## config.mk

```make
export PLATFORM = sky130hd
export DESIGN_NAME = sadc_regs
export DESIGN_NICKNAME = d
export VERILOG_FILES = /design/src/inc/sadc_pkg.sv /design/src/inc/sadc_ser_if.sv /design/src/hdl/sadc_shift.sv /design/src/hdl/sadc_calreg.sv /design/src/hdl/sadc_regs.sv
export SDC_FILE = /design/constraint.sdc
export NUM_CORES = 1
export LEC_CHECK = 0
export BUFFER_PORTS_ARGS = -buffer_cell sky130_fd_sc_hd__buf_4
export CAP_MARGIN = 15
export CORE_MARGIN = 8
export CORE_UTILIZATION = 65
export CTS_CLUSTER_DIAMETER = 200
export CTS_CLUSTER_SIZE = 16
export DETAILED_ROUTE_END_ITERATION = 16
export HOLD_SLACK_MARGIN = 0.05
export PLACE_DENSITY = 0.91
export SLEW_MARGIN = 20
export SYNTH_ARGS = -nofsm -noshare
export SYNTH_HDL_FRONTEND = slang
export SYNTH_SLANG_ARGS = --single-unit
```

## constraint.sdc

```tcl
create_clock -name i_clk -period 3.8 [get_ports i_clk]
set_clock_uncertainty 0.1 [all_clocks]
set_input_delay 0.19 -clock i_clk [delete_from_list [all_inputs] [get_ports i_clk]]
set_output_delay 0.19 -clock i_clk [all_outputs]
set_load 0.02 [all_outputs]
```

## src/inc/sadc_pkg.sv

```systemverilog
`default_nettype none
// ----------------------------------------------------------------
// serial converter register access: shared constants
// ----------------------------------------------------------------
package sadc_pkg;
   // frame and register widths
   localparam int           W_FRAME     = 16;
   localparam int           W_DATA      = 14;
   localparam logic [3:0]   LAST_BIT    = 4'hf;
   // write address field (two leading bits of a frame)
   localparam logic [1:0]   ADDR_NONE   = 2'h0;
   localparam logic [1:0]   ADDR_TEST   = 2'h1;
   localparam logic [1:0]   ADDR_CAL    = 2'h2;
   localparam logic [1:0]   ADDR_CTRL   = 2'h3;
   // read target codes
   localparam logic [1:0]   RD_CONV     = 2'h0;
   localparam logic [1:0]   RD_TEST     = 2'h1;
   localparam logic [1:0]   RD_CAL      = 2'h2;
   localparam logic [1:0]   RD_STAT     = 2'h3;
   // control word field positions
   localparam int           B_PM_HI     = 9;
   localparam int           B_PM_LO     = 8;
   localparam int           B_RD_HI     = 7;
   localparam int           B_RD_LO     = 6;
   localparam int           B_MODE      = 5;
   localparam int           B_CONV      = 4;
   localparam int           B_CAL_FAM   = 3;
   localparam int           B_CSEL_HI   = 2;
   localparam int           B_CSEL_LO   = 1;
   localparam int           B_CAL_START = 0;
   // reset values
   localparam logic [13:0]  CTRL_RST    = 14'h0000;
   localparam logic [13:0]  TEST_RST    = 14'h0000;
   localparam logic [13:0]  CAL_RST     = 14'h0000;
   // calibration coefficient store: gain, offset, eight dac words
   localparam int           CAL_N       = 10;
   localparam logic [3:0]   IDX_GAIN    = 4'h0;
   localparam logic [3:0]   IDX_OFFS    = 4'h1;
   localparam logic [3:0]   IDX_DAC_END = 4'h9;
   // calibration selector codes
   localparam logic [1:0]   CSEL_FULL   = 2'h0;
   localparam logic [1:0]   CSEL_G_O    = 2'h1;
   localparam logic [1:0]   CSEL_OFFS   = 2'h2;
   localparam logic [1:0]   CSEL_GAIN   = 2'h3;
endpackage
`default_nettype wire

```

## src/inc/sadc_ser_if.sv

```systemverilog
`timescale 1ns/10ps
`default_nettype none
// ----------------------------------------------------------------
// word level link between serial shifter and register logic
// ----------------------------------------------------------------
interface sadc_ser_if;
   logic        word_done;
   logic [15:0] rx_word;
   logic [15:0] tx_word;
   logic        tx_bit;
   logic        tx_active;
   modport shifter (output word_done, output rx_word, output tx_bit,
                    output tx_active, input tx_word);
   modport regs    (input word_done, input rx_word, input tx_bit,
                    input tx_active, output tx_word);
endinterface
`default_nettype wire

```

## src/hdl/sadc_shift.sv

```systemverilog
`timescale 1ns/10ps
`default_nettype none
// ----------------------------------------------------------------
// serial frame shifter, msb first, sclk sampled by i_clk
// ----------------------------------------------------------------
module sadc_shift
   import sadc_pkg::*;
(
   input  wire logic  i_clk,
   input  wire logic  i_nrst,
   input  wire logic  i_sclk,
   input  wire logic  i_sync_n,
   input  wire logic  i_din,
   sadc_ser_if.shifter bus
);
   logic [2:0]  s_sclk;
   logic [2:0]  s_sync;
   logic [1:0]  s_din;
   logic [3:0]  cnt;
   logic [15:0] rx;
   logic [15:0] tx;
   logic        active;
   logic        done;
   wire         rise   = s_sclk[1] & ~s_sclk[2];
   wire         fall   = ~s_sclk[1] & s_sclk[2];
   wire         fstart = ~s_sync[1] & s_sync[2];

   // pin synchronisers; stage 0 feeds stage 1 only
   always_ff @(posedge i_clk) begin
      if (!i_nrst) begin
         s_sclk <= 3'h0;
         s_sync <= 3'h7;
         s_din  <= 2'h0;
      end else begin
         s_sclk <= {s_sclk[1:0], i_sclk};
         s_sync <= {s_sync[1:0], i_sync_n};
         s_din  <= {s_din[0], i_din};
      end
   end

   // shift in on rising sclk, out on falling; a frame cut short by
   // sync going high is dropped without a done pulse
   always_ff @(posedge i_clk) begin
      if (!i_nrst) begin
         cnt    <= 4'h0;
         rx     <= 16'h0000;
         tx     <= 16'h0000;
         active <= 1'b0;
         done   <= 1'b0;
      end else begin
         done <= 1'b0;
         if (fstart) begin
            cnt    <= 4'h0;
            tx     <= bus.tx_word;
            active <= 1'b1;
         end else if (s_sync[1]) begin
            active <= 1'b0;                                // RULE_02
         end else if (active && rise) begin
            rx  <= {rx[14:0], s_din[1]};                   // RULE_21
            cnt <= cnt + 4'h1;
            if (cnt == LAST_BIT) begin
               done   <= 1'b1;                             // RULE_01
               active <= 1'b0;
            end
         end else if (active && fall && cnt != 4'h0) begin
            tx <= {tx[14:0], 1'b0};                        // RULE_21
         end
      end
   end

   assign bus.word_done = done;
   assign bus.rx_word   = rx;
   assign bus.tx_bit    = tx[15];
   assign bus.tx_active = active;
endmodule
`default_nettype wire

```

## src/hdl/sadc_calreg.sv

```systemverilog
`timescale 1ns/10ps
`default_nettype none
// ----------------------------------------------------------------
// calibration coefficient store with auto-stepping pointer
// ----------------------------------------------------------------
module sadc_calreg
   import sadc_pkg::*;
(
   input  wire logic        i_clk,
   input  wire logic        i_nrst,
   input  wire logic [1:0]  i_sel,
   input  wire logic        i_restart,
   input  wire logic        i_host_we,
   input  wire logic        i_host_re,
   input  wire logic [13:0] i_wdata,
   input  wire logic        i_core_we,
   input  wire logic [3:0]  i_core_idx,
   input  wire logic [13:0] i_core_data,
   output logic      [13:0] o_rdata,
   output logic      [3:0]  o_idx
);
   logic [13:0] mem [CAL_N];
   logic [3:0]  ptr;

   // first and last entry of the group a selector addresses
   function automatic logic [3:0] first_idx(input logic [1:0] s);
      first_idx = (s == CSEL_OFFS) ? IDX_OFFS : IDX_GAIN;
   endfunction
   function automatic logic [3:0] last_idx(input logic [1:0] s);
      case (s)
         CSEL_FULL: last_idx = IDX_DAC_END;
         CSEL_G_O:  last_idx = IDX_OFFS;
         CSEL_OFFS: last_idx = IDX_OFFS;
         default:   last_idx = IDX_GAIN;
      endcase
   endfunction

   // one word per entry; the calibration engine wins over the host
   generate
      for (genvar i = 0; i < CAL_N; i++) begin : g_ent
         wire core_hit = i_core_we && i_core_idx == 4'(i);
         wire host_hit = i_host_we && ptr == 4'(i);
         always_ff @(posedge i_clk) begin
            if (!i_nrst)
               mem[i] <= CAL_RST;
            else if (core_hit)
               mem[i] <= i_core_data;
            else if (host_hit)
               mem[i] <= i_wdata;                          // RULE_17
         end
      end
   endgenerate

   // pointer restarts on every control write, steps after each access
   always_ff @(posedge i_clk) begin
      if (!i_nrst)
         ptr <= IDX_GAIN;
      else if (i_restart)
         ptr <= first_idx(i_sel);                          // RULE_17
      else if (i_host_we || i_host_re)
         ptr <= (ptr == last_idx(i_sel)) ? first_idx(i_sel) : ptr + 4'h1;
   end

   assign o_rdata = mem[ptr];
   assign o_idx   = ptr;
endmodule
`default_nettype wire

```

## src/hdl/sadc_regs.sv

```systemverilog
//Behaviour
//(RULE_01) a write frame is 16 bits: 2 address bits then 14 data bits
//(RULE_02) addressed register updates only after the sixteenth bit; partial frames change nothing
//(RULE_03) address 00 discards, 01 test, 10 selected calibration, 11 control word
//(RULE_04) read target sits in control bits 7:6, reset 00
//(RULE_05) read target 00 result, 01 test, 10 calibration, 11 status
//(RULE_06) reads keep coming from the chosen register until the target changes
//(RULE_07) result reads carry two leading zero bits
//(RULE_08) control word is 14 bits, write only, address 11, reset zero
//(RULE_09) host writes zeros into control bits 13:10
//(RULE_10) bits 9:8 with the sleep pin pick the power-down mode
//(RULE_11) bit 5 picks interface mode; 1 makes the data input pin drive too
//(RULE_12) interface mode bit clears after every read cycle
//(RULE_13) host in mode 1 sets the mode bit on every write
//(RULE_14) bit 4 starts one conversion and clears when it completes
//(RULE_15) bit 3 picks self calibration (0) or system calibration (1)
//(RULE_16) start bit 0 with bits 2:1 and bit 3 picks calibration; clears at end
//(RULE_17) with start bit 0, bits 2:1 address the coefficient registers
//(RULE_18) self selectors: 00 dac gain offset, 01 gain offset, 10 offset, 11 gain
//(RULE_19) system selectors: same order using system gain and offset
//(RULE_20) result and status read only; test and calibration read and write
//(RULE_21) words shift most significant bit first
`timescale 1ns/10ps
`default_nettype none
module sadc_regs
   import sadc_pkg::*;
(
   input  wire logic        i_clk,
   input  wire logic        i_nrst,
   input  wire logic        i_sclk,
   input  wire logic        i_sync_n,
   input  wire logic        i_din,
   input  wire logic        i_sleep_n,
   input  wire logic [13:0] i_conv_data,
   input  wire logic        i_conv_done,
   input  wire logic        i_cal_done,
   input  wire logic        i_core_cal_we,
   input  wire logic [3:0]  i_core_cal_idx,
   input  wire logic [13:0] i_core_cal_data,
   output logic             o_dout,
   output logic             o_din_out,
   output logic             o_din_oe_n,
   output logic             o_conv_start,
   output logic             o_cal_start,
   output logic      [2:0]  o_cal_type,
   output logic      [3:0]  o_cal_idx,
   output logic      [2:0]  o_power_sel,
   output logic             o_busy
);
   // ----------------------------------------------------------------
   // state
   // ----------------------------------------------------------------
   sadc_ser_if  ser ();
   logic [13:0] ctrl;
   logic [13:0] test;
   logic [1:0]  s_sleep;
   logic        ctrl_wr_q;
   logic [13:0] cal_rdata;

   // ----------------------------------------------------------------
   // serial shifter and coefficient store
   // ----------------------------------------------------------------
   sadc_shift u_shift (
      .i_clk    (i_clk),
      .i_nrst   (i_nrst),
      .i_sclk   (i_sclk),
      .i_sync_n (i_sync_n),
      .i_din    (i_din),
      .bus      (ser.shifter)
   );

   // ----------------------------------------------------------------
   // frame decode
   // ----------------------------------------------------------------
   // address and data split of a completed frame
   wire [1:0]  wr_addr  = ser.rx_word[15:14];                         // RULE_01
   wire [13:0] wr_data  = ser.rx_word[13:0];
   wire        done     = ser.word_done;
   wire        wr_ctrl  = done && wr_addr == ADDR_CTRL;                // RULE_03
   wire        wr_test  = done && wr_addr == ADDR_TEST;                // RULE_03
   wire        wr_cal   = done && wr_addr == ADDR_CAL;                 // RULE_03
   wire [1:0]  rd_sel   = ctrl[B_RD_HI:B_RD_LO];                       // RULE_04
   wire        rd_cal   = done && rd_sel == RD_CAL;
   wire        mode1    = ctrl[B_MODE];
   wire        busy     = ctrl[B_CONV] | ctrl[B_CAL_START];
   // new start requests, only when software writes a one
   wire        conv_req = wr_ctrl && wr_data[B_CONV];                  // RULE_14
   wire        cal_req  = wr_ctrl && wr_data[B_CAL_START];             // RULE_16

   sadc_calreg u_cal (
      .i_clk       (i_clk),
      .i_nrst      (i_nrst),
      .i_sel       (ctrl[B_CSEL_HI:B_CSEL_LO]),
      .i_restart   (ctrl_wr_q),
      .i_host_we   (wr_cal),
      .i_host_re   (rd_cal),
      .i_wdata     (wr_data),
      .i_core_we   (i_core_cal_we),
      .i_core_idx  (i_core_cal_idx),
      .i_core_data (i_core_cal_data),
      .o_rdata     (cal_rdata),
      .o_idx       (o_cal_idx)
   );

   // ----------------------------------------------------------------
   // read word selection
   // ----------------------------------------------------------------
   // status mirrors the control fields except bits 13:10 and 4, read target always reads 11
   wire [15:0] stat_word = {1'b0, busy, 4'h0,
                            ctrl[B_PM_HI:B_PM_LO], RD_STAT,
                            ctrl[B_MODE], 1'b0,
                            ctrl[B_CAL_FAM:B_CAL_START]};
   // loaded by the shifter at frame start; narrow words lead with zeros
   assign ser.tx_word =
      (rd_sel == RD_CONV) ? {2'h0, i_conv_data} :                      // RULE_07
      (rd_sel == RD_TEST) ? {2'h0, test} :                             // RULE_05
      (rd_sel == RD_CAL)  ? {2'h0, cal_rdata} :                        // RULE_05
                            stat_word;                                 // RULE_06

   // ----------------------------------------------------------------
   // control word
   // ----------------------------------------------------------------
   // a write frame beats the self-clearing events in the same cycle, so a
   // fresh start bit is never lost; a control write also ends the read cycle
   // but carries the host's own mode bit
   always_ff @(posedge i_clk) begin
      if (!i_nrst) begin
         ctrl <= CTRL_RST;                                             // RULE_08
      end else if (wr_ctrl) begin
         ctrl <= wr_data;                                              // RULE_02
      end else begin
         if (done)
            ctrl[B_MODE] <= 1'b0;                                      // RULE_12
         if (i_conv_done)
            ctrl[B_CONV] <= 1'b0;                                      // RULE_14
         if (i_cal_done)
            ctrl[B_CAL_START] <= 1'b0;                                 // RULE_16
      end
   end

   // test register; host should leave it alone but it is writable
   always_ff @(posedge i_clk) begin
      if (!i_nrst)
         test <= TEST_RST;
      else if (wr_test)
         test <= wr_data;                                              // RULE_20
   end

   // ----------------------------------------------------------------
   // core requests and sleep pin
   // ----------------------------------------------------------------
   // single-cycle start pulses; calibration type is bit 3 with bits 2:1
   always_ff @(posedge i_clk) begin
      if (!i_nrst) begin
         o_conv_start <= 1'b0;
         o_cal_start  <= 1'b0;
         o_cal_type   <= 3'h0;
         ctrl_wr_q    <= 1'b0;
         s_sleep      <= 2'h3;
      end else begin
         o_conv_start <= conv_req;                                     // RULE_14
         o_cal_start  <= cal_req;                                      // RULE_16
         if (cal_req)
            o_cal_type <= wr_data[B_CAL_FAM:B_CSEL_LO];                // RULE_15 RULE_18 RULE_19
         ctrl_wr_q    <= wr_ctrl;
         s_sleep      <= {s_sleep[0], i_sleep_n};
      end
   end

   // ----------------------------------------------------------------
   // pin outputs
   // ----------------------------------------------------------------
   // power mode code for the analog core: synced sleep pin, then bits 9:8
   assign o_power_sel = {s_sleep[1], ctrl[B_PM_HI:B_PM_LO]};           // RULE_10
   assign o_busy      = busy;
   assign o_dout      = ser.tx_bit;
   // in mode 1 the data input pin also carries the read word
   assign o_din_out   = ser.tx_bit;
   assign o_din_oe_n  = ~(mode1 & ser.tx_active);                      // RULE_11
endmodule
`default_nettype wire

```

# Word-level counts from Yosys, hierarchy flattened
# Memories as Yosys holds them, arrays and structs flattened. A register that Yosys moved wholly into a read port is not among the register bits.
# Cells that the tools add are included.
[word_totals]
ramBits = 140
ff_bits = 82
memories = 1
[mem_list]
columns = ["name", "depth", "width", "read_ports", "rd_ports_with_merged_regs", "wr", "line_no", "rtl"]
rows = [
  ["u_cal.mem", 10, 14, 1, 1, 10, "sadc_calreg.sv:22", "logic [13:0] mem [CAL_N];"],
]
[op_classes]
n_bitwise = 32
n_eq_ne = 29
n_reduce_logical = 49
addsub = 2
mux = 118
[ops]
columns = ["operator", "n"]
rows = [
  ["two-way mux 14 bit", 20],
  ["two-way mux 1 bit", 81],
  ["two-way mux 16 bit", 4],
  ["two-way mux 15 bit", 3],
  ["== test 4 x 3 -> 1 bit (second input constant)", 8],
  ["two-way mux 4 bit", 8],
  ["logical AND 1 bit", 29],
  ["OR 1 bit", 21],
  ["== test 4 bit (second input constant)", 5],
  ["== test 4 x 2 -> 1 bit (second input constant)", 4],
  ["nonzero test 2 bit", 5],
  ["adder 4 x 1 -> 4 bit (second input constant)", 2],
  ["== test 2 bit (second input constant)", 4],
  ["== test 4 x 1 -> 1 bit (second input constant)", 2],
  ["logical NOT 4 bit", 2],
  ["case mux 4 bit (2 select lines)", 1],
  ["inverter 1 bit", 7],
  ["== test 2 x 1 -> 1 bit (second input constant)", 3],
  ["AND reduction 3 bit", 2],
  ["nonzero test 3 bit", 2],
  ["bitwise AND 1 bit", 4],
  ["== test 4 bit", 1],
  ["logical NOT 2 bit", 2],
  ["AND reduction 2 bit", 2],
  ["7 further kinds", 8],
]

# Longest topological paths before layout
# Gate-level depths: netlist (run 1).
[logic_depth]
ltp_word = 12
mapped_depth = 8
mapped_depth_nobuf = 7

# Cells and area by module
# From an unflattened synthesis (run 1), not the netlist that was laid out.
[hier_totals]
hier_cells = 919
area_unflattened_um2 = 11050.6
[modules_own_cells]
columns = ["module", "seq_area_each_um2", "cells_per_inst", "instances", "area_per_inst_um2"]
rows = [
  ["sadc_calreg", 4364.2, 543, 1, 7554.7],
  ["sadc_shift", 920.9, 219, 1, 1908.1],
  ["sadc_regs", 640.6, 157, 1, 1587.8],
]

# Worst setup path before layout (run 1)
# OpenSTA, ideal clock, no wires.
[synth_path]
kind = "reg-to-reg"
startpoint = "register u_cal.ptr[0] (netlist: u_cal.o_idx[0])"
endpoint = "memory u_cal.mem[8][0] (enable)"
setup_time_ns = 0.394
stages_incl_launch_ff = 5
arrival_ns = 1.400
setup_slack_ns = 1.906
n_path_buf = 0
cell_sequence = "dfxtp_1 > inv_1 > ha_1 > nand3_1 > nand3b_1"
[synth_rtl]
columns = ["element", "line_no", "rtl"]
rows = [
  ["start, declared", "sadc_calreg.sv:23", "logic [3:0] ptr;"],
  ["start signal, assigned", "sadc_calreg.sv:59", "ptr <= first_idx(i_sel);"],
  ["start signal, assigned", "sadc_calreg.sv:61", "ptr <= (ptr == last_idx(i_sel)) ? first_idx(i_sel) : ptr + 4'h1;"],
  ["end, declared", "sadc_calreg.sv:22", ""],
]

==> results of run 1 <==
## per-stage QoR
stage	total power, mW	std cells	instance area [um^2]	hold slack, ns	util [%]
finish	4.75	1187	11900	0.104	72.5
detailed placement	3.00	1134	11100	0.276	67.7
floorplan	2.90	949	10800	0.191	-
CTS	4.73	1187	11900	0.107	72.4
global placement	2.99	1134	11100	0.274	67.7
global route	4.84	1187	11900	0.162	72.5
## sequential cells by signal, summed over array words and instances (netlist names), named ones only
signal and flops:
u_cal.mem 140, u_shift.bus.rx_word 16, u_shift.tx 16, test 14
ctrl 10, u_cal.o_idx 4, u_shift.cnt 4, o_cal_type 3
u_shift.s_sclk 3, u_shift.s_sync 3, s_sleep 2, u_shift.s_din 2
ctrl_wr_q 1, o_cal_start 1, o_conv_start 1, u_shift.bus.tx_active 1
u_shift.bus.word_done 1
## power by group through the flow
stage / clock network (mW) / registers, mW / logic (mW)
after global routing: 1.85 / 2.73 / 0.260
after floorplan: 0 / 2.77 / 0.130
after CTS: 1.76 / 2.73 / 0.239
after global placement: 0 / 2.78 / 0.210
after detailed placement: 0 / 2.78 / 0.217
final: 1.78 / 2.73 / 0.247
## final cells by class
| type | count | area share, % |
|---|---|---|
| sequential | 226 | 49.9 |
| multi-input combinational | 611 | 36.8 |
| timing repair buffer | 92 | 6.34 |
| clock buffer | 27 | 4.25 |
| tap | 220 | 2.32 |
| inverter | 10 | 0.316 |
| clock inverter | 1 | 0.137 |
## cells in the final DEF, fill, tap and decap left out, types with 13 or more instances in the layout
master	count
dlygate4sd3_1	25
edfxtp_1	140
nor2_1	32
a22o_1	141
a22oi_1	14
clkbuf_16	19
nand3_1	27
a21oi_1	63
mux4_2	13
mux2i_1	51
buf_4	67
dfxtp_1	85
nand2_1	119
## layer usage
layer | track usage, % | routed length (um)
met5 | 0 | 0
met4 | 14.4 | 1620
met3 | 5.66 | 3690
met2 | 44.3 | 13800
met1 | 33.9 | 10800
## cell families (layout without fill, tap and decap cells)
family	after synthesis	in the layout	share of synthesized area [%]
simple gates	251	251	11.1
xor+xnor	4	4	0.324
fa+ha+maj	6	6	0.693
flops	226	226	54.7
compound gates	273	273	18.9
buf+inv	112	130	5.03
mux	77	77	9.19
## worst paths after layout
| kind | start | to | slack, ns | cells after the start |
|---|---|---|---|---|
| min reg2reg | s_sleep[0]$_SDFF_PN1_ | s_sleep[1]$_SDFF_PN1_ | 0.31 | 1 |
| max | i_nrst | u_cal.mem[1][6]$_DFFE_PP_ | 1.27 | 6 |
| max reg2reg | flop | u_shift.tx[3]$_SDFFE_PN0P_ | 1.33 | 6 |
| min | i_conv_data[5] | u_shift.tx[5]$_SDFFE_PN0P_ | 0.10 | 5 |
## critical path: stages
cell	delay, ns
dlygate4sd3_1	0.53
buf_4	0.34
inv_2	0.26
nor4_2	0.45
and3_1	0.75
a22o_1	0.25
==> flow_metrics.env, run 1 <==
export IMPL_status="complete, no violations"
export IMPL_fmax_ghz=0.395
export IMPL_htreeDepth=1
export IMPL_grt_pass1_wl_mm=45.9
export IMPL_hold_path_class="input pin to flop"
export IMPL_slew_violations=0
export IMPL_relSlewSlack_pct=21.8
export IMPL_p_int_mw=3.72
export IMPL_tightest_slew_ns=1.17
export IMPL_globalRouteOverflowTotal=0
export IMPL_drt_iter0_markers=1281
export IMPL_synthFlopType="edfxtp_1"
export IMPL_cts_tree="built"
export IMPL_synth_area_um2=10800
export IMPL_post_cts_buffers=0
export IMPL_numCtsBuffers=18
export IMPL_setup_violations=0
export IMPL_wl_mm=29.8
export IMPL_cts_root_buf="clkbuf_16"
export IMPL_p_leak_nw=4.11
export IMPL_synth_top_area_share_pct=38.8
export IMPL_grt_setup_unrepaired="false"
export IMPL_p_per_area_nw_per_um2=400
export IMPL_vias=8391
export IMPL_critPathArrivalTime_ns=2.78
export IMPL_io_pins=57
export IMPL_dieArea_um2=21000
export IMPL_cts_clk_slew_worst_paths_ns=0.07
export IMPL_vdd_drop_max_mv=0.256
export IMPL_worstSkewPairLatency_ns=0.49
export IMPL_worstPathRequired_ns=4.05
export IMPL_start_kind="input pin"
export IMPL_antenna_found_initial=0
export IMPL_synth_top_cell_by_area="edfxtp_1"
export IMPL_endpoint_kind="flop"
export IMPL_ys_async_sr_fraction_pct=0
export IMPL_netlist_instances=949
export IMPL_tns_ns=0
export IMPL_hold_viol=0
export IMPL_p_sw_share_pct=21.8
export IMPL_gp_congestion=0.947
export IMPL_syn_mean_instance_area_um2=11.4
export IMPL_start_util_pct=66.0
export IMPL_drcViolationCount=0
export IMPL_dp_slack_ns=1.38
export IMPL_ys_warn_count=0
export IMPL_clkPwrFrac_pct=37.4
export IMPL_gr_usage_all_layers_pct=27.3
export IMPL_ctsResizeCount=0
export IMPL_synthTopCellsByArea="edfxtp_1 39%, dfxtp_1 16%, a22o_1 11%"
export IMPL_synth_seq_cells=226
export IMPL_grt_pass1_vias=8062
export IMPL_drtPass1Iterations=10
export IMPL_coreArea_um2=16400
export IMPL_multi_input_area_um2=4370
export IMPL_die_h_um=145
export IMPL_postSynthNetCount=996
export IMPL_p_seq_share_pct=57.4
export IMPL_synth_common_cells="141 x a22o_1, 140 x edfxtp_1, 119 x nand2_1"
export IMPL_drive_gt1_share_pct=13.4
export IMPL_die_x_um=145
export IMPL_cts_sinks=226
export IMPL_drtAntennaViolNets=0
export IMPL_placementRows=47
export IMPL_cts_path_max_buffers=3
export IMPL_ys_seq_area_share_pct=54.7
export IMPL_holdBufCountCts=25
export IMPL_via_per_inst=7.07
export IMPL_yosysMostFrequentCell="a22o_1"
export IMPL_hpwl_mm=19.1
export IMPL_fillCellCount=1055
export IMPL_areaGrowthSynthToFinish_pct=9.79
export IMPL_p_sw_mw=1.03
export IMPL_ys_types=57
export IMPL_cap_violations=0
export IMPL_critPathKind="input pin to flop"
export IMPL_p_comb_share_pct=5.2
export IMPL_regArea_um2=5930
export IMPL_num_antenna_cells=0
export IMPL_port_buffers=56
export IMPL_min_period_ns=2.53
export IMPL_timing_final_ws_setup_ns=1.27
export IMPL_synth_edf_count=140
export IMPL_grt_start_max_net_pins=42
export IMPL_worstPathMaxFanout=34
export IMPL_nNetsFinal=1006
export IMPL_routedWlPerCell_um=25.1
export IMPL_post_route_period_util_pct=66.6
Note: power is estimated with default switching activity, not from simulation.
==> run 2: changes to the inputs <==
- CORE_UTILIZATION: 65 -> 55
- PLACE_DENSITY: 0.91 -> 0.83
- clock period: 3.8 -> 2.1 ns (I/O delays scaled with it)
==> run 2 against run 1 <==
- via count decreased by 0.95%
- core utilization decreased by 8.2 points
- non-clock buffer count increased by 52
- largest power group unchanged
- clock power increased by 78%
- critical path type is now flop to flop
==> flow_metrics.env, run 2 (synthesis results as in run 1) <==
export IMPL_cts_sinks=226
export IMPL_largest_register="u_cal.mem"
export IMPL_areaGrowthSynthToFinish_pct=15.0
export IMPL_grt_pass1_vias=8133
export IMPL_nNetsFinal=1058
export IMPL_coreArea_um2=19400
export IMPL_fillCellCount=1467
export IMPL_io_pins=57
export IMPL_grt_start_max_net_pins=57
export IMPL_cap_violations=0
export IMPL_tightest_slew_ns=0.769
export IMPL_start_util_pct=55.8
export IMPL_port_buffers=56
export IMPL_gr_usage_all_layers_pct=24.2
export IMPL_die_x_um=156
export IMPL_drt_iter0_markers=1167
export IMPL_globalRouteOverflowTotal=0
export IMPL_placementRows=51
export IMPL_critPathArrivalTime_ns=2.25
export IMPL_min_period_ns=2.00
export IMPL_endpoint_kind="flop"
export IMPL_post_cts_buffers=0
export IMPL_hpwl_mm=19.7
export IMPL_tns_ns=0
export IMPL_p_per_area_nw_per_um2=689
export IMPL_routedWlPerCell_um=23.5
export IMPL_cts_tree="built"
export IMPL_dieArea_um2=24400
export IMPL_relSlewSlack_pct=48.7
export IMPL_num_antenna_cells=0
export IMPL_drtPass1Iterations=5
export IMPL_die_h_um=156
export IMPL_drcViolationCount=0
export IMPL_p_leak_nw=4.41
export IMPL_start_kind="flop"
export IMPL_gp_congestion=0.877
export IMPL_worstSkewPairLatency_ns=0.49
export IMPL_cts_path_max_buffers=3
export IMPL_grt_setup_unrepaired="false"
export IMPL_hold_viol=0
export IMPL_setup_violations=0
export IMPL_vdd_drop_max_mv=0.419
export IMPL_multi_input_area_um2=4390
export IMPL_dpl_cell_count=1226
export IMPL_critPathKind="flop to flop"
export IMPL_slowest_stage="mux4_1"
export IMPL_final_cell_mix="141 x a22o_1, 140 x edfxtp_1, 118 x nand2_1"
export IMPL_crit_chain="buf_4 > mux4_1 > nor2_1 > a211oi_1 > nor2_1 > a221oi_1"
export IMPL_cts_clk_slew_worst_paths_ns=0.07
export IMPL_via_per_inst=6.49
export IMPL_grt_pass1_wl_mm=45.8
export IMPL_worstPathRequired_ns=2.35
export IMPL_crit_top_cell="nor2_1"
export IMPL_status="complete, no violations"
export IMPL_antenna_found_initial=0
export IMPL_finalNonFillerCells=1281
export IMPL_largest_reg_flops=140
export IMPL_cts_root_buf="clkbuf_16"
export IMPL_post_route_period_util_pct=95.3
export IMPL_design_power_total_mw=8.59
export IMPL_worstPathMaxFanout=13
export IMPL_hold_path_class="input pin to flop"
export IMPL_htreeDepth=1
export IMPL_final_common_cell="a22o_1"
export IMPL_vias=8311
export IMPL_cp_slowest_stage_delay_ns=0.58
export IMPL_slew_violations=0
export IMPL_fmax_ghz=0.500
export IMPL_regArea_um2=5930
export IMPL_drive_gt1_share_pct=18.1
export IMPL_numCtsBuffers=18
export IMPL_finish_utilization_pct=64.2
export IMPL_wl_mm=30.1
export IMPL_drtAntennaViolNets=0
## run 2: cell count changes in the layout (fill, tap and decap cells not counted), moves of 3 or more
cell           delta
buf_12            +8
buf_4            +39
and3_1            -4
and3_2            +4
dlygate4sd3_1     +5
clkbuf_1          -3
## run 2: path summary, 6_finish.rpt
path / depth (start not counted) / endpoint / startpoint / slack (ns)
worst max register to register: 6 / u_shift.tx[6]$_SDFFE_PN0P_ / flop / 0.1
worst min register to register: 1 / s_sleep[1]$_SDFF_PN1_ / s_sleep[0]$_SDFF_PN1_ / 0.31
worst min-delay path: 5 / u_shift.tx[10]$_SDFFE_PN0P_ / i_conv_data[10] / 0.07
worst max-delay path: 6 / u_shift.tx[6]$_SDFFE_PN0P_ / flop / 0.1
## run 2: where the power goes
part / switching, mW / leakage, nW / total [mW] / internal, mW
logic: 0.278 / 2.09 / 0.487 / 0.208
registers: 0.0559 / 2.07 / 4.93 / 4.87
clock network: 1.51 / 0.247 / 3.17 / 1.66
total: 1.85 / 4.41 / 8.59 / 6.74
## run 2: routing by layer
metal | track usage [%] | up-vias | share of wire, %
li1 | - | 3695 | -
met1 | 32.0 | 3991 | 39
met2 | 39.3 | 538 | 47
met3 | 3.36 | 87 | 9.9
met4 | 10.5 | 0 | 4.1
met5 | 0 | - | 0
## run 2: final cells by class
class / instances / share of cell area [%]
flip-flops and latches: 226 / 47.6
multi-input cells: 611 / 35.3
repair buffers: 144 / 10.1
clock buffers: 24 / 3.97
well taps: 265 / 2.66
inverters: 10 / 0.301
clock inverters: 1 / 0.131
## run 2: critical path, delay by kind of cell, from the launching register on
kind | cells | cell delay, ns
flops | 1 | 0.43
buf+inv | 1 | 0.27
simple gates | 2 | 0.30
mux | 1 | 0.58
compound gates | 2 | 0.17
## run 2: timing repair
action | CTS | global route
resized for setup | 3 | 9
hold endpoints to repair | 156 | 0
endpoints found under the setup margin | 3 | 90
hold buffers | 30 | 0
## run 2: per-stage QoR
step	instance area, um^2	setup slack, ns	hold WS (ns)
finish	12500	0.0992	0.0673
global route	12500	0.00264	0.117
CTS	12400	0.0343	0.0541
detailed placement	11600	0.00386	0.191
global placement	11600	0.0672	0.194
floorplan	10800	0.206	0.106
